[config.mk]
export PLATFORM = sky130hd
export DESIGN_NAME = uart_host_reset_irq_chain
export DESIGN_NICKNAME = d
export VERILOG_FILES = /design/src/uart_ctl_pkg.sv /design/src/uart_host_reset_irq_chain.sv /design/src/sync2.sv /design/src/irq_chain.sv
export SDC_FILE = /design/constraint.sdc
export NUM_CORES = 1
export LEC_CHECK = 0
export BUFFER_PORTS_ARGS = -buffer_cell sky130_fd_sc_hd__buf_4
export CAP_MARGIN = 20
export CORE_ASPECT_RATIO = 1.5
export CORE_MARGIN = 3
export CORE_UTILIZATION = 31
export DETAILED_ROUTE_END_ITERATION = 12
export SYNTH_ARGS = -nofsm -noshare
export SYNTH_HDL_FRONTEND = slang
export SYNTH_HIERARCHICAL = 1
export SYNTH_SLANG_ARGS = --single-unit
export TNS_END_PERCENT = 5
[constraint.sdc]
create_clock -name clock -period 2.6 [get_ports clock]
set_input_delay 0.39 -clock clock [delete_from_list [all_inputs] [get_ports clock]]
set_output_delay 0.39 -clock clock [all_outputs]
set_load 0.005 [all_outputs]
[src/uart_ctl_pkg.sv]
// Shared constants and carriers for the serial controller host logic.
// Assumes one 25 MHz clock and a synchronous active-high reset.
package uart_ctl_pkg;

	// ----------------------------------------
	// Host bus carrier
	// ----------------------------------------
	typedef struct packed {
		logic cs_n;
		logic rd_n;
		logic wr_n;
		logic [3:0] addr;
		logic [7:0] data;
	} host_bus_t;

	localparam int HOST_BUS_W = 15;
	localparam int GP_IN_W = 7;

	// ----------------------------------------
	// Register addresses
	// ----------------------------------------
	localparam logic [3:0] ADDR_CHAN_STATUS = 4'h0;
	localparam logic [3:0] ADDR_IRQ_STATUS = 4'h1;
	localparam logic [3:0] ADDR_IRQ_MASK = 4'h2;
	localparam logic [3:0] ADDR_OUT_PORT = 4'h3;
	localparam logic [3:0] ADDR_OUT_CFG = 4'h4;
	localparam logic [3:0] ADDR_VECTOR = 4'h5;
	localparam logic [3:0] ADDR_PRELOAD_HI = 4'h6;
	localparam logic [3:0] ADDR_PRELOAD_LO = 4'h7;
	localparam logic [3:0] ADDR_TIMER_HI = 4'h8;
	localparam logic [3:0] ADDR_TIMER_LO = 4'h9;
	localparam logic [3:0] ADDR_CLK_SEL = 4'hA;
	localparam logic [3:0] ADDR_GP_IN = 4'hB;
	localparam logic [3:0] ADDR_COMMAND = 4'hC;

	// ----------------------------------------
	// Field positions
	// ----------------------------------------
	localparam int CMD_TIMER_START = 0;
	localparam int CMD_TIMER_STOP = 1;
	localparam int CMD_CHAN_A_ON = 2;
	localparam int CMD_CHAN_A_OFF = 3;
	localparam int CMD_CHAN_B_ON = 4;
	localparam int CMD_CHAN_B_OFF = 5;
	localparam int CMD_END_SERVICE = 6;
	localparam int SEL_TIMER_EXT = 0;
	localparam int SEL_RX_CLK_A = 1;
	localparam int SEL_TX_CLK_B = 2;
	localparam int SEL_RX_CLK_B = 3;
	localparam int CFG_TIMER_OUT = 0;
	localparam int IRQ_TIMER_BIT = 3;
	localparam int TIMER_OUT_PIN = 3;

	// ----------------------------------------
	// Reset values
	// ----------------------------------------
	localparam logic [7:0] VECTOR_RESET = 8'h0F;
	localparam logic [7:0] CLEAR_RESET = 8'h00;
	localparam logic [15:0] PRELOAD_RESET = 16'hFFFF;

	// ----------------------------------------
	// Timing
	// ----------------------------------------
	localparam int CLOCK_PERIOD_NS = 40;
	localparam int TICK_PERIOD_NS = 1000;
	localparam int TICK_CYCLES = TICK_PERIOD_NS / CLOCK_PERIOD_NS;

endpackage

[src/uart_host_reset_irq_chain.sv]
// Host-side control of a dual serial controller: reset values,
// chip-selected data bus, alternate pin clocks, interrupt chain.
// Assumes asynchronous host pins; tx data and events share clock.
//
// Notes on behaviour
// - Reset clears channel status, irq status, mask, output port, config.
// - Reset loads the interrupt vector with 0F hex.
// - Reset halts the timer until software restarts it.
// - Reset drives all eight general outputs high.
// - Reset idles both channels with transmit lines marking high.
// - Data bus is released while chip select is high.
// - Transfers happen only while the host holds chip select low.
// - Input 2 may clock the timer.
// - Input 6 may clock receiver B, only when chain mode is off.
// - Input 5 may clock transmitter B.
// - Input 4 may clock receiver A, only when chain mode is off.
// - Acknowledge read cycle returns the interrupt vector.
// - Chain enable out follows a low chain enable in.
// - Chain enable out stays low from request until end of service.
// - Enable in high lets unmasked events request.
// - Enable in low blocks every request.
`timescale 1ns/1ns
`default_nettype none
module uart_host_reset_irq_chain #(
	parameter bit CHAIN_MODE = 1'b1,
	parameter int TICK_CYCLES = uart_ctl_pkg::TICK_CYCLES
) (
	input wire logic clock,
	input wire logic reset,
	input wire uart_ctl_pkg::host_bus_t host_bus,
	output logic [7:0] host_data_out,
	output logic host_data_oe,
	input wire logic [6:0] gp_inputs,
	input wire logic irq_ack_n,
	input wire logic chain_enable_in,
	input wire logic [7:0] irq_events,
	input wire logic [7:0] chan_status_in,
	input wire logic tx_data_a,
	input wire logic tx_data_b,
	output logic [7:0] gp_outputs,
	output logic tx_line_a,
	output logic tx_line_b,
	output logic irq_request_n,
	output logic chain_enable_out,
	output logic timer_ext_clock,
	output logic rx_ext_clock_a,
	output logic tx_ext_clock_b,
	output logic rx_ext_clock_b,
	output logic timer_running
);
	// ----------------------------------------
	// Pin synchronisers
	// ----------------------------------------
	localparam uart_ctl_pkg::host_bus_t BUS_IDLE = '{cs_n: 1'b1, rd_n: 1'b1, wr_n: 1'b1,
		addr: 4'h0, data: 8'h00};
	localparam logic [8:0] PIN_IDLE = 9'h180;

	uart_ctl_pkg::host_bus_t hb;
	uart_ctl_pkg::host_bus_t hb_reg;
	logic [8:0] pins;
	logic [6:0] gp_in;
	logic ack_low;
	logic chain_in;

	sync2 #(.WIDTH(uart_ctl_pkg::HOST_BUS_W), .INIT(BUS_IDLE)) bus_sync (
		.clock(clock),
		.reset(reset),
		.async_in(host_bus),
		.sync_out(hb)
	);

	sync2 #(.WIDTH(9), .INIT(PIN_IDLE)) pin_sync (
		.clock(clock),
		.reset(reset),
		.async_in({irq_ack_n, chain_enable_in, gp_inputs}),
		.sync_out(pins)
	);

	assign gp_in = pins[6:0];
	assign chain_in = pins[7];
	assign ack_low = CHAIN_MODE && !pins[8];

	// Strobe edge helper, shared by read and write
	function automatic logic fell(input logic now, input logic was);
		fell = !now && was;
	endfunction

	// ----------------------------------------
	// Host bus strobes
	// ----------------------------------------
	logic wr_strobe;
	logic rd_start;
	logic rd_end;
	logic wr_cmd;
	logic [7:0] cmd;

	always_comb begin
		wr_strobe = !hb.cs_n && fell(hb.wr_n, hb_reg.wr_n);
		rd_start = !hb.cs_n && fell(hb.rd_n, hb_reg.rd_n);
		rd_end = !hb_reg.cs_n && fell(!hb.rd_n, !hb_reg.rd_n);
		wr_cmd = wr_strobe && hb.addr == uart_ctl_pkg::ADDR_COMMAND;
		cmd = wr_cmd ? hb.data : 8'h00;
	end

	// ----------------------------------------
	// Register file
	// ----------------------------------------
	logic [7:0] chan_status_reg, chan_status_next;
	logic [7:0] irq_status_reg, irq_status_next;
	logic [7:0] irq_mask_reg, irq_mask_next;
	logic [7:0] output_port_reg, output_port_next;
	logic [7:0] output_port_config_reg, output_port_config_next;
	logic [7:0] irq_vector_reg, irq_vector_next;
	logic [3:0] clk_sel_reg, clk_sel_next;
	logic [15:0] preload_reg, preload_next;
	logic timer_done;

	always_comb begin
		chan_status_next = chan_status_in;
		irq_status_next = irq_status_reg;
		irq_mask_next = irq_mask_reg;
		output_port_next = output_port_reg;
		output_port_config_next = output_port_config_reg;
		irq_vector_next = irq_vector_reg;
		clk_sel_next = clk_sel_reg;
		preload_next = preload_reg;
		if (wr_strobe) begin
			case (hb.addr)
				uart_ctl_pkg::ADDR_IRQ_STATUS: begin
					irq_status_next = irq_status_reg & ~hb.data;
				end
				uart_ctl_pkg::ADDR_IRQ_MASK: begin
					irq_mask_next = hb.data;
				end
				uart_ctl_pkg::ADDR_OUT_PORT: begin
					output_port_next = hb.data;
				end
				uart_ctl_pkg::ADDR_OUT_CFG: begin
					output_port_config_next = hb.data;
				end
				uart_ctl_pkg::ADDR_VECTOR: begin
					irq_vector_next = hb.data;
				end
				uart_ctl_pkg::ADDR_CLK_SEL: begin
					clk_sel_next = hb.data[3:0];
				end
				uart_ctl_pkg::ADDR_PRELOAD_HI: begin
					preload_next[15:8] = hb.data;
				end
				uart_ctl_pkg::ADDR_PRELOAD_LO: begin
					preload_next[7:0] = hb.data;
				end
				default: begin
				end
			endcase
		end
		// Events set after the clear so a same-cycle event survives
		irq_status_next = irq_status_next | irq_events;
		irq_status_next[uart_ctl_pkg::IRQ_TIMER_BIT] =
			irq_status_next[uart_ctl_pkg::IRQ_TIMER_BIT] | timer_done;
	end

	always_ff @(posedge clock) begin
		if (reset) begin
			chan_status_reg <= uart_ctl_pkg::CLEAR_RESET;
			irq_status_reg <= uart_ctl_pkg::CLEAR_RESET;
			irq_mask_reg <= uart_ctl_pkg::CLEAR_RESET;
			output_port_reg <= uart_ctl_pkg::CLEAR_RESET;
			output_port_config_reg <= uart_ctl_pkg::CLEAR_RESET;
			irq_vector_reg <= uart_ctl_pkg::VECTOR_RESET;
			clk_sel_reg <= 4'h0;
			preload_reg <= uart_ctl_pkg::PRELOAD_RESET;
		end else begin
			chan_status_reg <= chan_status_next;
			irq_status_reg <= irq_status_next;
			irq_mask_reg <= irq_mask_next;
			output_port_reg <= output_port_next;
			output_port_config_reg <= output_port_config_next;
			irq_vector_reg <= irq_vector_next;
			clk_sel_reg <= clk_sel_next;
			preload_reg <= preload_next;
		end
	end

	// ----------------------------------------
	// Alternate clock functions of inputs
	// ----------------------------------------
	logic [6:0] gp_prev_reg;
	logic [3:0] clk_pulse_reg, clk_pulse_next;
	logic [6:0] rise;
	logic chain_pins;

	// Pins 4 and 6 carry chain signals in chain mode, so no clock there
	always_comb begin
		rise = gp_in & ~gp_prev_reg;
		chain_pins = CHAIN_MODE;
		clk_pulse_next[uart_ctl_pkg::SEL_TIMER_EXT] = clk_sel_reg[uart_ctl_pkg::SEL_TIMER_EXT] && rise[2];
		// input 4 as receiver A clock
		clk_pulse_next[uart_ctl_pkg::SEL_RX_CLK_A] = clk_sel_reg[uart_ctl_pkg::SEL_RX_CLK_A] && rise[4]
			&& !chain_pins;
		// input 5 as transmitter B clock
		clk_pulse_next[uart_ctl_pkg::SEL_TX_CLK_B] = clk_sel_reg[uart_ctl_pkg::SEL_TX_CLK_B] && rise[5];
		// input 6 as receiver B clock
		clk_pulse_next[uart_ctl_pkg::SEL_RX_CLK_B] = clk_sel_reg[uart_ctl_pkg::SEL_RX_CLK_B] && rise[6]
			&& !chain_pins;
	end

	always_ff @(posedge clock) begin
		if (reset) begin
			gp_prev_reg <= 7'h00;
			clk_pulse_reg <= 4'h0;
		end else begin
			gp_prev_reg <= gp_in;
			clk_pulse_reg <= clk_pulse_next;
		end
	end

	// ----------------------------------------
	// Counter/timer
	// ----------------------------------------
	logic run_reg, run_next;
	logic [15:0] count_reg, count_next;
	logic [15:0] tick_reg, tick_next;
	logic done_reg, done_next;
	logic timer_out_reg, timer_out_next;
	logic tick;

	// External clock, when chosen, replaces the internal prescaler
	always_comb begin
		tick_next = tick_reg + 16'h0001;
		tick = 1'b0;
		if (tick_reg == 16'(TICK_CYCLES - 1)) begin
			tick_next = 16'h0000;
			tick = !clk_sel_reg[uart_ctl_pkg::SEL_TIMER_EXT];
		end
		if (clk_pulse_reg[uart_ctl_pkg::SEL_TIMER_EXT]) begin
			tick = 1'b1;
		end
		run_next = run_reg;
		count_next = count_reg;
		done_next = 1'b0;
		timer_out_next = timer_out_reg;
		if (run_reg && tick) begin
			count_next = count_reg - 16'h0001;
			if (count_reg == 16'h0000) begin
				count_next = preload_reg;
				done_next = 1'b1;
				timer_out_next = !timer_out_reg;
			end
		end
		if (cmd[uart_ctl_pkg::CMD_TIMER_START]) begin
			run_next = 1'b1;
			count_next = preload_reg;
		end
		if (cmd[uart_ctl_pkg::CMD_TIMER_STOP]) begin
			run_next = 1'b0;
		end
	end

	always_ff @(posedge clock) begin
		if (reset) begin
			run_reg <= 1'b0;
			count_reg <= 16'h0000;
			tick_reg <= 16'h0000;
			done_reg <= 1'b0;
			timer_out_reg <= 1'b0;
		end else begin
			run_reg <= run_next;
			count_reg <= count_next;
			tick_reg <= tick_next;
			done_reg <= done_next;
			timer_out_reg <= timer_out_next;
		end
	end

	assign timer_done = done_reg;

	// ----------------------------------------
	// Channels, outputs and data bus
	// ----------------------------------------
	logic chan_a_reg, chan_a_next;
	logic chan_b_reg, chan_b_next;
	logic tx_a_reg, tx_a_next;
	logic tx_b_reg, tx_b_next;
	logic [7:0] gp_out_reg, gp_out_next;
	logic ack_armed_reg, ack_armed_next;
	logic [7:0] dout_reg, dout_next;
	logic oe_reg, oe_next;
	logic [7:0] read_mux;

	always_comb begin
		chan_a_next = (chan_a_reg || cmd[uart_ctl_pkg::CMD_CHAN_A_ON]) && !cmd[uart_ctl_pkg::CMD_CHAN_A_OFF];
		chan_b_next = (chan_b_reg || cmd[uart_ctl_pkg::CMD_CHAN_B_ON]) && !cmd[uart_ctl_pkg::CMD_CHAN_B_OFF];
		// Idle channel marks high
		tx_a_next = !chan_a_reg || tx_data_a;
		tx_b_next = !chan_b_reg || tx_data_b;
		// Pins show the complement, so a cleared port reads high
		gp_out_next = ~output_port_reg;
		if (output_port_config_reg[uart_ctl_pkg::CFG_TIMER_OUT]) begin
			gp_out_next[uart_ctl_pkg::TIMER_OUT_PIN] = timer_out_reg;
		end
		// Acknowledge arms the next read; set beats the clear
		ack_armed_next = (ack_armed_reg && !rd_end) || ack_low;
		case (hb.addr)
			uart_ctl_pkg::ADDR_CHAN_STATUS: read_mux = chan_status_reg;
			uart_ctl_pkg::ADDR_IRQ_STATUS: read_mux = irq_status_reg;
			uart_ctl_pkg::ADDR_IRQ_MASK: read_mux = irq_mask_reg;
			uart_ctl_pkg::ADDR_OUT_PORT: read_mux = output_port_reg;
			uart_ctl_pkg::ADDR_OUT_CFG: read_mux = output_port_config_reg;
			uart_ctl_pkg::ADDR_VECTOR: read_mux = irq_vector_reg;
			uart_ctl_pkg::ADDR_PRELOAD_HI: read_mux = preload_reg[15:8];
			uart_ctl_pkg::ADDR_PRELOAD_LO: read_mux = preload_reg[7:0];
			uart_ctl_pkg::ADDR_TIMER_HI: read_mux = count_reg[15:8];
			uart_ctl_pkg::ADDR_TIMER_LO: read_mux = count_reg[7:0];
			uart_ctl_pkg::ADDR_CLK_SEL: read_mux = {4'h0, clk_sel_reg};
			uart_ctl_pkg::ADDR_GP_IN: read_mux = {1'b0, gp_in};
			default: read_mux = 8'h00;
		endcase
		dout_next = ack_armed_reg ? irq_vector_reg : read_mux;
		oe_next = !hb.cs_n && !hb.rd_n;
	end

	always_ff @(posedge clock) begin
		if (reset) begin
			chan_a_reg <= 1'b0;
			chan_b_reg <= 1'b0;
			tx_a_reg <= 1'b1;
			tx_b_reg <= 1'b1;
			gp_out_reg <= 8'hFF;
			ack_armed_reg <= 1'b0;
			dout_reg <= 8'h00;
			oe_reg <= 1'b0;
			hb_reg <= BUS_IDLE;
		end else begin
			chan_a_reg <= chan_a_next;
			chan_b_reg <= chan_b_next;
			tx_a_reg <= tx_a_next;
			tx_b_reg <= tx_b_next;
			gp_out_reg <= gp_out_next;
			ack_armed_reg <= ack_armed_next;
			dout_reg <= dout_next;
			oe_reg <= oe_next;
			hb_reg <= hb;
		end
	end

	// ----------------------------------------
	// Interrupt chain
	// ----------------------------------------
	irq_chain #(.CHAIN_MODE(CHAIN_MODE)) chain (
		.clock(clock),
		.reset(reset),
		.pending(|(irq_status_reg & irq_mask_reg)),
		.chain_in(chain_in),
		.end_service(cmd[uart_ctl_pkg::CMD_END_SERVICE]),
		.irq_request_n(irq_request_n),
		.chain_enable_out(chain_enable_out)
	);

	assign host_data_out = dout_reg;
	assign host_data_oe = oe_reg;
	assign gp_outputs = gp_out_reg;
	assign tx_line_a = tx_a_reg;
	assign tx_line_b = tx_b_reg;
	assign timer_ext_clock = clk_pulse_reg[uart_ctl_pkg::SEL_TIMER_EXT];
	assign rx_ext_clock_a = clk_pulse_reg[uart_ctl_pkg::SEL_RX_CLK_A];
	assign tx_ext_clock_b = clk_pulse_reg[uart_ctl_pkg::SEL_TX_CLK_B];
	assign rx_ext_clock_b = clk_pulse_reg[uart_ctl_pkg::SEL_RX_CLK_B];
	assign timer_running = run_reg;
endmodule // uart_host_reset_irq_chain
`default_nettype wire

[src/sync2.sv]
// Two flip-flop synchroniser for a vector of pin levels.
// Assumes each bit is a slow level; no bus coherency is promised.
`timescale 1ns/1ns
`default_nettype none
module sync2 #(
	parameter int WIDTH = 1,
	parameter logic [WIDTH-1:0] INIT = '0
) (
	input wire logic clock,
	input wire logic reset,
	input wire logic [WIDTH-1:0] async_in,
	output logic [WIDTH-1:0] sync_out
);
	logic [WIDTH-1:0] meta_reg;
	logic [WIDTH-1:0] meta_next;
	logic [WIDTH-1:0] sync_reg;
	logic [WIDTH-1:0] sync_next;

	// First stage feeds only the second
	always_comb begin
		meta_next = async_in;
		sync_next = meta_reg;
	end

	always_ff @(posedge clock) begin
		if (reset) begin
			meta_reg <= INIT;
			sync_reg <= INIT;
		end else begin
			meta_reg <= meta_next;
			sync_reg <= sync_next;
		end
	end

	assign sync_out = sync_reg;
endmodule // sync2
`default_nettype wire

[src/irq_chain.sv]
// Interrupt request and daisy-chain enable logic.
// Assumes pending and chain_in are already in the clock domain.
`timescale 1ns/1ns
`default_nettype none
module irq_chain #(
	parameter bit CHAIN_MODE = 1'b1
) (
	input wire logic clock,
	input wire logic reset,
	input wire logic pending,
	input wire logic chain_in,
	input wire logic end_service,
	output logic irq_request_n,
	output logic chain_enable_out
);
	logic req_n_reg;
	logic req_n_next;
	logic svc_reg;
	logic svc_next;
	logic ceo_reg;
	logic ceo_next;
	logic chain_ok;

	// Request, in-service latch and enable out
	always_comb begin
		chain_ok = !CHAIN_MODE || chain_in;
		req_n_next = !(pending && chain_ok);
		svc_next = svc_reg;
		if (end_service) begin
			svc_next = 1'b0;
		end
		if (CHAIN_MODE && !req_n_reg) begin
			svc_next = 1'b1; // Set beats a same-cycle clear
		end
		ceo_next = !CHAIN_MODE || (chain_in && !svc_next && req_n_next);
	end

	always_ff @(posedge clock) begin
		if (reset) begin
			req_n_reg <= 1'b1;
			svc_reg <= 1'b0;
			ceo_reg <= 1'b1;
		end else begin
			req_n_reg <= req_n_next;
			svc_reg <= svc_next;
			ceo_reg <= ceo_next;
		end
	end

	assign irq_request_n = req_n_reg;
	assign chain_enable_out = ceo_reg;
endmodule // irq_chain
`default_nettype wire

# Word-level counts from Yosys, hierarchy flattened
# Index checks and enable logic that the tools add are counted.
# word_totals
word_cells,123
rom_bits,0
latchBits,0
in_bits,44
out_inout_bits,26
memories,0
regBits,189
mem_bits_rw,0
# op_classes
n_reduce_logical,50
n_mux,14
n_mul,0
n_div,0
n_bitwise,9
magnitude_cmp,0
shift,0
add_sub_neg,2
eq_ne,13
# op_table
operator,count
one-hot mux 8 bit (12 select lines),1
2-to-1 mux 16 bit,3
2-to-1 mux 8 bit,3
== test 4 bit (second input constant),5
adder 16 x 1 -> 16 bit (second input constant),1
AND 8 bit,2
== test 16 x 5 -> 1 bit (second input constant),1
== test 4 x 3 -> 1 bit (second input constant),4
zero test 16 bit,1
inverter 8 bit,2
AND reduction 2 bit,8
subtractor 16 x 1 -> 16 bit (second input constant),1
logical AND 1 bit,15
zero test 1 bit,15
== test 4 x 2 -> 1 bit (second input constant),2
bitwise OR 8 bit,1
OR reduction 8 bit,1
2-to-1 mux 7 bit,1
AND 6 bit,1
2-to-1 mux 1 bit,6
inverter 6 bit,1
OR reduction 2 bit,3
logical OR 1 bit,5
== test 4 x 1 -> 1 bit (second input constant),1
other kinds (4),4

# Logic depth before layout (Yosys ltp)
# Gate-level depths: netlist (run 1).
# logic_depth
word_depth,10
mapped_depth,10
depth_no_buf,8

# Hierarchy
# Netlist (run 1), hierarchy kept.
# by_module_without_submodules
mod,cells_each,area_per_inst_um2,seq_area_each_um2,n_inst
uart_host_reset_irq_chain,727,6195.9,2642.5,1
sync2 (bus_sync),63,809.5,600.6,1
sync2 (pin_sync),37,494.2,360.3,1
irq_chain,8,100.1,60.1,1

# Least setup slack after synthesis (run 1)
# No wires, ideal clock.
# synth_timing
path_kind,register to register
start,reg count_reg[0]
end,reg count_reg[10]
path_stages_with_launch,9
arrival_ns,1.893
setup_ns,0.117
required_ns,2.483
n_path_buf,0
period_less_slack_ns,2.010
setup_slack_ns,0.590
path_cell_list,dfxtp_1 -> inv_1 -> ha_1 -> nor3b_1 -> nand2_1 -> or4_1 -> o21ai_1 -> o31ai_1 -> a32o_1
# synth_between
elab_chain_len,4
word_cells_on_any_way,5
classes_between,add/sub: 1; mux: 3; reduce/logical: 1
# synth_lines
element,line_no,text
"start, declared",uart_host_reset_irq_chain.sv:222,"logic [15:0] count_reg, count_next;"
"start signal, assigned",uart_host_reset_irq_chain.sv:269,count_reg <= count_next;
subtractor 16 x 1 -> 16 bit / zero test 16 bit (equally long branches),"uart_host_reset_irq_chain.sv:244, uart_host_reset_irq_chain.sv:245",
2-to-1 mux 16 bit *,uart_host_reset_irq_chain.sv:245,if (count_reg == 16'h0000) begin
2-to-1 mux 16 bit *,uart_host_reset_irq_chain.sv:243,if (run_reg && tick) begin
2-to-1 mux 16 bit *,uart_host_reset_irq_chain.sv:251,if (cmd[uart_ctl_pkg::CMD_TIMER_START]) begin
# Mark *: on every way between the ends. The rest lies on a longest branch, timed or not. The select of a mux whose other input is x is not followed.
# A chain may end at the register's enable or synchronous reset.

# Worst setup path in the final report (run 1)
# layout_timing
start,reg tick_reg[0]
end,reg count_reg[0]
# layout_between
elab_chain_len,5
# layout_lines
element,line_no,text
"start, declared",uart_host_reset_irq_chain.sv:223,"logic [15:0] tick_reg, tick_next;"
"start signal, assigned",uart_host_reset_irq_chain.sv:270,tick_reg <= tick_next;
== test 16 x 5 -> 1 bit,uart_host_reset_irq_chain.sv:232,if (tick_reg == 16'(TICK_CYCLES - 1)) begin
2-to-1 mux 1 bit,uart_host_reset_irq_chain.sv:232,
2-to-1 mux 1 bit,uart_host_reset_irq_chain.sv:236,if (clk_pulse_reg[uart_ctl_pkg::SEL_TIMER_EXT]) begin
logical AND 1 bit,uart_host_reset_irq_chain.sv:243,
nonzero test 2 bit (no source line),-,
# Every way passes these cells.

==> impl_metrics.tcl, run 1 <==
set metrics [dict create \
    outcome "finished clean" \
    min_delay_path_depth 2 \
    r2r-end "count_reg[0]" \
    postSynthAreaPerCell_um2 9.10 \
    setup_tns_ns 0 \
    final_util_pct 37.8 \
    max_clock_freq_ghz 0.425 \
    grt_overflow_total 0 \
    peakVddDrop_v 0.000420 \
    first_global_vias 6155 \
    clock_skew_ns 0.0131 \
    buffer_ports.inserted 67 \
    p_leak_nw 3.61 \
    report.final.slew_viol_count 0 \
    period_minus_slack_ns 2.35 \
    synthesis.instances 835 \
    holdPathEnd "bus_sync/meta_reg[14]" \
    final.period_utilization_pct 90.6 \
    cts_hold_buffers_added 0 \
    yosys-top-cells-count "183 x dfxtp_1, 94 x nand2_1, 81 x nor2_1" \
    worstPathRequired_ns 2.96 \
    synth-async-reset-ratio_pct 0 \
    globalRouteTotalUtil_pct 16.8 \
    layout_cell_share_with_drive_strength_beyond_1_pct 17.5 \
    dominantRegCellSynth "dfxtp_1" \
    synth_most_common_cell "dfxtp_1" \
    cts_made_buffers 17 \
    fp.dieW_um 134 \
    cts-resized-gates 0 \
    timing.critical_path.arrival_ns 2.72 \
    clock-sinks 183 \
    number_of_antenna_violations_at_the_first_check_in_global_routing 0 \
    critical_path.reg2reg.startpoint "tick_reg[0]" \
    hold_start "host_bus[14]" \
    io_pins 70 \
    maxSlewHeadroom_pct 27.6 \
    num_rows 69 \
    final_antenna_net_count 0 \
    fillers 2486 \
    reg2regPathDepth 8 \
    postSynthRegisterBits 183 \
    diode_insertion_count_for_antenna_repair 0 \
    die_height_um 198 \
    post_drt_wl_per_cell_um 18.0 \
    worstSetupEndpointType "flip-flop" \
    critical_path_peak_fanout 11 \
    worst_slew_pin_slew_ns 1.09 \
    synth.area.top_cells "dfxtp_1 48%, mux2i_1 5.7%, nand2_1 4.6%" \
    place.detailed.hpwl_um 16200 \
    synth_warnings 6 \
    seq_area_frac_synth_pct 48.2 \
    cts-htree-levels 4 \
    starting_utilization_of_the_core_area_pct 31.8 \
    cts_tree "built" \
    crit_path_start_kind "flip-flop" \
    timing_worst_setup_path_type "reg -> reg" \
    design.die.area_um2 26500 \
    drt_first_pass_iters 5 \
    post_synth_edffs 0 \
    postRouteWirelength_um 22000 \
    gp_congestion 0.947 \
    clock_latency_at_the_later_pin_of_the_worst_skew_pair_ns 0.44 \
    worst_setup_hold_path_clk_slew_ns 0.08 \
    pin_count_of_the_biggest_net_entering_global_routing 76 \
    nNetsFinal 943 \
    hp-class "in -> reg" \
    cts_post_setup_buffers_inserted 0 \
    power_density_over_the_cells_nw_per_um2 638 \
    final-hold-violation-count 0 \
    synth_top_cell_by_area "dfxtp_1" \
    routed-via-count 6347 \
    clk_path_buf_depth 2 \
    syn_area_um2 7600 \
    drt-vias-per-instance 5.17 \
    grt_setup_unrepaired "false" \
    setup_viol 0 \
    grt_pass1_wl_um 34100 \
    drv_cap 0 \
    synthDistinctLibCells 69 \
    drt_iter0_markers 536 \
    post-route-drc-count 0 \
    r2r_setup_slack_ns 0.25 \
    post-synth-top-area-fraction_pct 48.2 \
    area_delta_synth_final_pct 19.1 \
    coreArea_um2 23900 \
    clk_root_buffer_cell "clkbuf_16" \
]
[layout make-up]
cell class                      count  area (um^2)  area share (%)
Clock buffer                       17          425            4.70
Clock inverter                     15          155            1.71
Inverter                           13         48.8           0.539
Multi-Input combinational cell    581         3590            39.7
Sequential cell                   183         3660            40.5
Tap cell                          319          399            4.41
Timing Repair Buffer               99          768            8.49
[cell families after synthesis]
family	count (synthesis)	share of synthesized area, %
AOI/OAI and AO/OA	150	13.1
muxes	54	7.74
buffers and inverters	72	4.59
and+or+nand+nor	357	24.1
xor gates and xnor gates	14	1.61
other	1	0.0493
DFF	183	48.2
adders and majority gates	4	0.659
[cell usage in the layout, fill, tap and decap left out, drive strengths merged, types with 9 or more instances in the layout]
cell type  instances
buf               99
nor3               9
clkbuf            17
mux2i             43
or2               15
nor2              82
dfxtp            183
inv               21
o21ai             28
a21oi             46
a22oi             19
nor2b             48
nand3             40
nand4             13
a31oi              9
and2b              9
nand2             94
[layer usage]
metal | vias to the layer above | GRT usage (%) | part of all wire, %
met4 | 0 | 9.34 | 4.5
met3 | 66 | 2.92 | 4.9
met5 | - | 0 | 0
met2 | 214 | 29.9 | 51
li1 | 3040 | - | -
met1 | 3027 | 18.8 | 39
[report_power, final]
part / total (mW) / internal, mW / switching, mW
sequential: 2.92 / 2.87 / 0.0514
clock: 2.56 / 1.36 / 1.20
combinational: 0.300 / 0.141 / 0.159
total: 5.78 / 4.37 / 1.41
[worst max-delay path: stages (launching register included)]
cell and delay (ns):
dfxtp_1 0.39, inv_1 0.06, ha_1 0.19, nand3_1 0.12, nor4_4 0.06, a22oi_1 0.81, nand2_1 0.27, a21o_1 0.22
a31oi_1 0.15
[worst max-delay path by stage]
stage | startpoint | endpoint | slack [ns] | cells past startpoint
global placement | tick_reg[0] | count_reg[0] | 0.27 | 8
floorplan | count_reg[0] | count_reg[10] | 0.59 | 8
global route | count_reg[0] | count_reg[10] | 0.03 | 8
CTS | count_reg[0] | count_reg[10] | 0.29 | 8
detailed placement | count_reg[0] | count_reg[10] | 0.30 | 8
finish | tick_reg[0] | count_reg[0] | 0.25 | 8
[per-stage QoR]
step	cells	power (mW)	setup WS (ns)	hold slack [ns]	area, um^2
CTS	1227	5.85	0.286	0.104	9050
floorplan	836	3.14	0.590	0.358	7600
global placement	1195	3.29	0.273	0.387	8470
global route	1227	5.98	0.0346	0.123	9050
finish	1227	5.78	0.245	0.126	9050
detailed placement	1195	3.29	0.303	0.387	8470
Power figures use the tool's default switching activity.
==> run 2, diff against run 1 <==
==> constraint.sdc (replaced) <==
create_clock -name clock -period 2.6 [get_ports clock]
set_input_delay 0.52 -clock clock [delete_from_list [all_inputs] [get_ports clock]]
set_output_delay 0.52 -clock clock [all_outputs]
set_load 0.005 [all_outputs]
==> impl_metrics.tcl, run 2 (synthesized netlist as in run 1, its figures left out) <==
set metrics [dict create \
    outcome "finished clean" \
    clkPwrFrac_pct 45.3 \
    grt.met3_usage_pct 3.81 \
    grt_overflow_total 0 \
    final_common_cell "dfxtp_1" \
    timing.critical_path.arrival_ns 2.58 \
    drt_iter0_markers 448 \
    sw_ratio_pct 23.7 \
    switchingPower_mw 1.39 \
    final-hold-violation-count 0 \
    postRouteWirelength_um 22300 \
    clock_skew_ns 0.0121 \
    first_global_vias 6296 \
    drt-vias-per-instance 5.14 \
    starting_utilization_of_the_core_area_pct 31.8 \
    cts_post_setup_buffers_inserted 0 \
    worstPathRequired_ns 2.96 \
    num_rows 69 \
    cts_tree "built" \
    internal-power_mw 4.49 \
    power_density_over_the_cells_nw_per_um2 647 \
    nNetsFinal 947 \
    fp.dieW_um 134 \
    post_drt_wl_per_cell_um 18.1 \
    power.combinational.fraction_pct 5.1 \
    dpl_worst_slack_ns 0.398 \
    cts-htree-levels 4 \
    p_leak_nw 3.64 \
    grt_pass1_wl_um 34500 \
    crit_path_start_kind "flip-flop" \
    setup_viol 0 \
    drt_first_pass_iters 7 \
    clk_path_buf_depth 2 \
    area_delta_synth_final_pct 19.6 \
    die_height_um 198 \
    coreArea_um2 23900 \
    clock_latency_at_the_later_pin_of_the_worst_skew_pair_ns 0.44 \
    clk_root_buffer_cell "clkbuf_16" \
    timing_worst_setup_path_type "reg -> reg" \
    cp_slowest_cell "or4_4" \
    worst_setup_hold_path_clk_slew_ns 0.07 \
    timing.final.ws_setup_ns 0.384 \
    hp-class "in -> reg" \
    cp_cell_sequence "or4_4 -> nor4_4 -> a22o_4 -> nand3_2 -> or3_1 -> a31oi_1" \
    drv_cap 0 \
    use_met1_pct 18.8 \
    peakVddDrop_v 0.000625 \
    cts-resized-gates 0 \
    number_of_antenna_violations_at_the_first_check_in_global_routing 0 \
    layout_cell_share_with_drive_strength_beyond_1_pct 17.8 \
    layout.cells.most_common_list "183 x dfxtp_1, 102 x buf_4, 94 x nand2_1, 81 x nor2_1, 48 x nor2b_1" \
    setup_tns_ns 0 \
    pin_count_of_the_biggest_net_entering_global_routing 90 \
    worst_slew_pin_slew_ns 0.761 \
    max_stage_delay_ns 0.57 \
    final.period_utilization_pct 85.2 \
    clock-sinks 183 \
    place.detailed.hpwl_um 16500 \
    globalRouteTotalUtil_pct 17.0 \
    buffer_ports.inserted 67 \
    report.final.slew_viol_count 0 \
    power_frac_seq_pct 49.7 \
    period_minus_slack_ns 2.22 \
    maxSlewHeadroom_pct 49.2 \
    grt.met2_usage_pct 30.0 \
    cts_hold_buffers_added 0 \
    routed-via-count 6326 \
    worstSetupEndpointType "flip-flop" \
    gp_congestion 0.942 \
    cts_made_buffers 17 \
    globalRoute.busiestLayer "met2" \
    diode_insertion_count_for_antenna_repair 0 \
    final_antenna_net_count 0 \
    max_clock_freq_ghz 0.451 \
    design.die.area_um2 26500 \
    critical_path_peak_fanout 18 \
    grt_setup_unrepaired "false" \
    io_pins 70 \
    post-route-drc-count 0 \
]
run 2: cell types whose count changed in the layout (fill, tap and decap cells not counted):
cell	change
bufinv_16	+1
clkbuf_8	+1
clkbuf_1	+1
buf_12	-1
buf_4	+5
clkinvlp_4	-2
inv_8	-1
run 2: power groups by stage:
| stage | Clock (mW) | Sequential [mW] | Combinational (mW) |
|---|---|---|---|
| 3_3_place_gp | 0 | 2.99 | 0.298 |
| 6_report | 2.66 | 2.92 | 0.297 |
| 5_1_grt | 2.85 | 2.93 | 0.325 |
| 3_5_place_dp | 0 | 2.99 | 0.298 |
| 2_1_floorplan | 0 | 2.95 | 0.185 |
| 4_1_cts | 2.73 | 2.92 | 0.299 |
run 2: metrics by stage:
| step | hold WS [ns] | std cells | power [mW] | util (%) | cell area, um^2 |
|---|---|---|---|---|---|
| floorplan | 0.358 | 836 | 3.14 | - | 7600 |
| global placement | 0.389 | 1199 | 3.28 | 35.5 | 8490 |
| detailed placement | 0.390 | 1199 | 3.28 | 35.5 | 8490 |
| CTS | 0.239 | 1231 | 5.95 | 38.0 | 9090 |
| global route | 0.236 | 1231 | 6.10 | 38.0 | 9090 |
| finish | 0.259 | 1231 | 5.88 | 38.0 | 9090 |
run 2: worst paths after layout:
check,slack (ns),start,end,cells after the start
worst min-delay path,0.26,host_bus[12],bus_sync/meta_reg[12],2
worst min register to register,0.40,pin_sync/sync_out[8],ack_armed_reg,1
worst max register to register,0.38,tick_reg[8],count_reg[5],6
worst max-delay path,0.38,tick_reg[8],count_reg[5],6
run 2: critical path: cells and delay by family (launching register included):
family,cells,cell delay (ns)
and+or+nand+nor,4,1.34
AOI/OAI and AO/OA,2,0.45
DFF,1,0.36
run 2: routing by layer:
metal | wire (um) | vias to the layer above
li1 | - | 3049
met1 | 8570 | 2970
met2 | 11300 | 238
met3 | 1250 | 69
met4 | 1170 | 0
met5 | 0 | -
run 2: final cells by class:
cell class	instances	area [um^2]
Sequential cell	183	3660
Fill cell	2433	14800
Timing Repair Buffer	103	786
Clock inverter	13	159
Inverter	13	48.8
Tap cell	319	399
Clock buffer	19	443
Multi-Input combinational cell	581	3590
==> run 3, diff against run 2 <==
Settings changed: BUFFER_PORTS_ARGS -buffer_cell sky130_fd_sc_hd__buf_4 to -buffer_cell sky130_fd_sc_hd__buf_2.
Clock period 2.6 ns to 2.7 ns, I/O delays scaled along.
==> impl_metrics.tcl, run 3 (synthesized netlist as in run 1, its figures left out) <==
set metrics [dict create \
    cts_made_buffers 17 \
    layout_cell_share_with_drive_strength_beyond_1_pct 17.1 \
    holdWs_ns 0.277 \
    peakVddDrop_v 0.000448 \
    place.detailed.hpwl_um 16400 \
    final-hold-violation-count 0 \
    max_stage_delay_ns 0.54 \
    worst_slew_pin_slew_ns 1.06 \
    max_clock_freq_ghz 0.413 \
    crit_path_frequent_cell "a21oi_1" \
    nNetsFinal 940 \
    final.period_utilization_pct 89.6 \
    fp.dieW_um 134 \
    first_global_vias 6137 \
    final_common_cell "dfxtp_1" \
    pin_count_of_the_biggest_net_entering_global_routing 129 \
    globalRouteTotalUtil_pct 17.2 \
    setup_viol 0 \
    clock_latency_at_the_later_pin_of_the_worst_skew_pair_ns 0.44 \
    hp-class "in -> reg" \
    coreArea_um2 23900 \
    placement.cell_area_um2 8280 \
    postRouteWirelength_um 22500 \
    cts-htree-levels 4 \
    post_layout_nonfiller_instances 1224 \
    area_delta_synth_final_pct 16.3 \
    worstPathRequired_ns 3.01 \
    grt_overflow_total 0 \
    grt_setup_unrepaired "false" \
    fillers 2468 \
    clock-sinks 183 \
    p_leak_nw 3.52 \
    buffer_ports.inserted 67 \
    drt_iter0_markers 595 \
    worst_setup_hold_path_clk_slew_ns 0.07 \
    critical_path_peak_fanout 8 \
    final_antenna_net_count 0 \
    timing.critical_path.arrival_ns 2.73 \
    drt-vias-per-instance 5.16 \
    drt_first_pass_iters 6 \
    starting_utilization_of_the_core_area_pct 31.8 \
    num_rows 69 \
    die_height_um 198 \
    post-route-cell-area_um2 8840 \
    cp_cell_sequence "inv_1 -> ha_1 -> nor4b_2 -> and4_1 -> a21oi_1 -> o21ai_0 -> a21oi_1" \
    cts_hold_buffers_added 0 \
    drv_cap 0 \
    io_pins 70 \
    timing_worst_setup_path_type "reg -> reg" \
    cp_slowest_cell "and4_1" \
    layout.cells.most_common_list "183 x dfxtp_1, 94 x nand2_1, 81 x nor2_1, 66 x buf_2, 48 x nor2b_1" \
    worstSetupEndpointType "flip-flop" \
    cts-resized-gates 0 \
    number_of_antenna_violations_at_the_first_check_in_global_routing 0 \
    report.final.slew_viol_count 0 \
    diode_insertion_count_for_antenna_repair 0 \
    cts_tree "built" \
    clk_root_buffer_cell "clkbuf_16" \
    post-route-drc-count 0 \
    maxSlewHeadroom_pct 29.2 \
    clock_skew_ns 0.0162 \
    outcome "finished clean" \
    design.die.area_um2 26500 \
    post_drt_wl_per_cell_um 18.4 \
    cts_post_setup_buffers_inserted 0 \
    power_density_over_the_cells_nw_per_um2 618 \
    clk_path_buf_depth 2 \
    grt_pass1_wl_um 35200 \
    setup_tns_ns 0 \
    routed-via-count 6319 \
    period_minus_slack_ns 2.42 \
    crit_path_start_kind "flip-flop" \
    placed_cells_incl_taps 1192 \
    gp_congestion 0.925 \
]
==> run 3: stage by stage <==
step           utilization, %  setup slack [ns]  power [mW]
3_5_place_dp             34.6             0.322        3.14
4_1_cts                  37.0             0.305        5.54
3_3_place_gp             34.6             0.312        3.14
2_1_floorplan               -             0.690        3.02
6_report                 37.0             0.282        5.46
5_1_grt                  37.0             0.106        5.69
==> run 3: final timing paths <==
| kind | startpoint | to | slack, ns | cells after the start |
|---|---|---|---|---|
| worst min register to register | output_port_reg[2] | gp_outputs[2] | 0.40 | 1 |
| worst max-delay path | count_reg[0] | count_reg[4] | 0.28 | 7 |
| worst max register to register | count_reg[0] | count_reg[4] | 0.28 | 7 |
| worst min-delay path | host_bus[12] | bus_sync/meta_reg[12] | 0.28 | 2 |
==> run 3: worst max-delay path: cells and delay by family, from the launching register on <==
family	cells	cell delay [ns]
AO/OA/AOI/OAI	3	0.61
AND/OR/NAND/NOR	2	0.97
buffers and inverters	1	0.15
flip-flops	1	0.37
adder cells (fa/ha/maj)	1	0.20
==> run 3: final cells by class <==
type | instances | area [um^2] | area share (%)
Sequential cell | 183 | 3660 | 41.4
Multi-Input combinational cell | 581 | 3590 | 40.6
Timing Repair Buffer | 96 | 581 | 6.57
Clock buffer | 18 | 429 | 4.85
Tap cell | 319 | 399 | 4.51
Clock inverter | 14 | 130 | 1.47
Inverter | 13 | 48.8 | 0.552
==> run 3: where the power goes <==
part           switching [mW]  internal (mW)
sequential             0.0514           2.76
combinational           0.155          0.113
clock                    1.16           1.22
total                    1.36           4.10
==> run 3: layer usage <==
layer  track usage, %  part of all wire, %  up-vias
met5                0                    0        -
met4             9.04                  5.3        0
met3             3.05                  5.2       64
met2             30.0                   50      255
met1             20.2                   40     2968
li1                 -                    -     3032
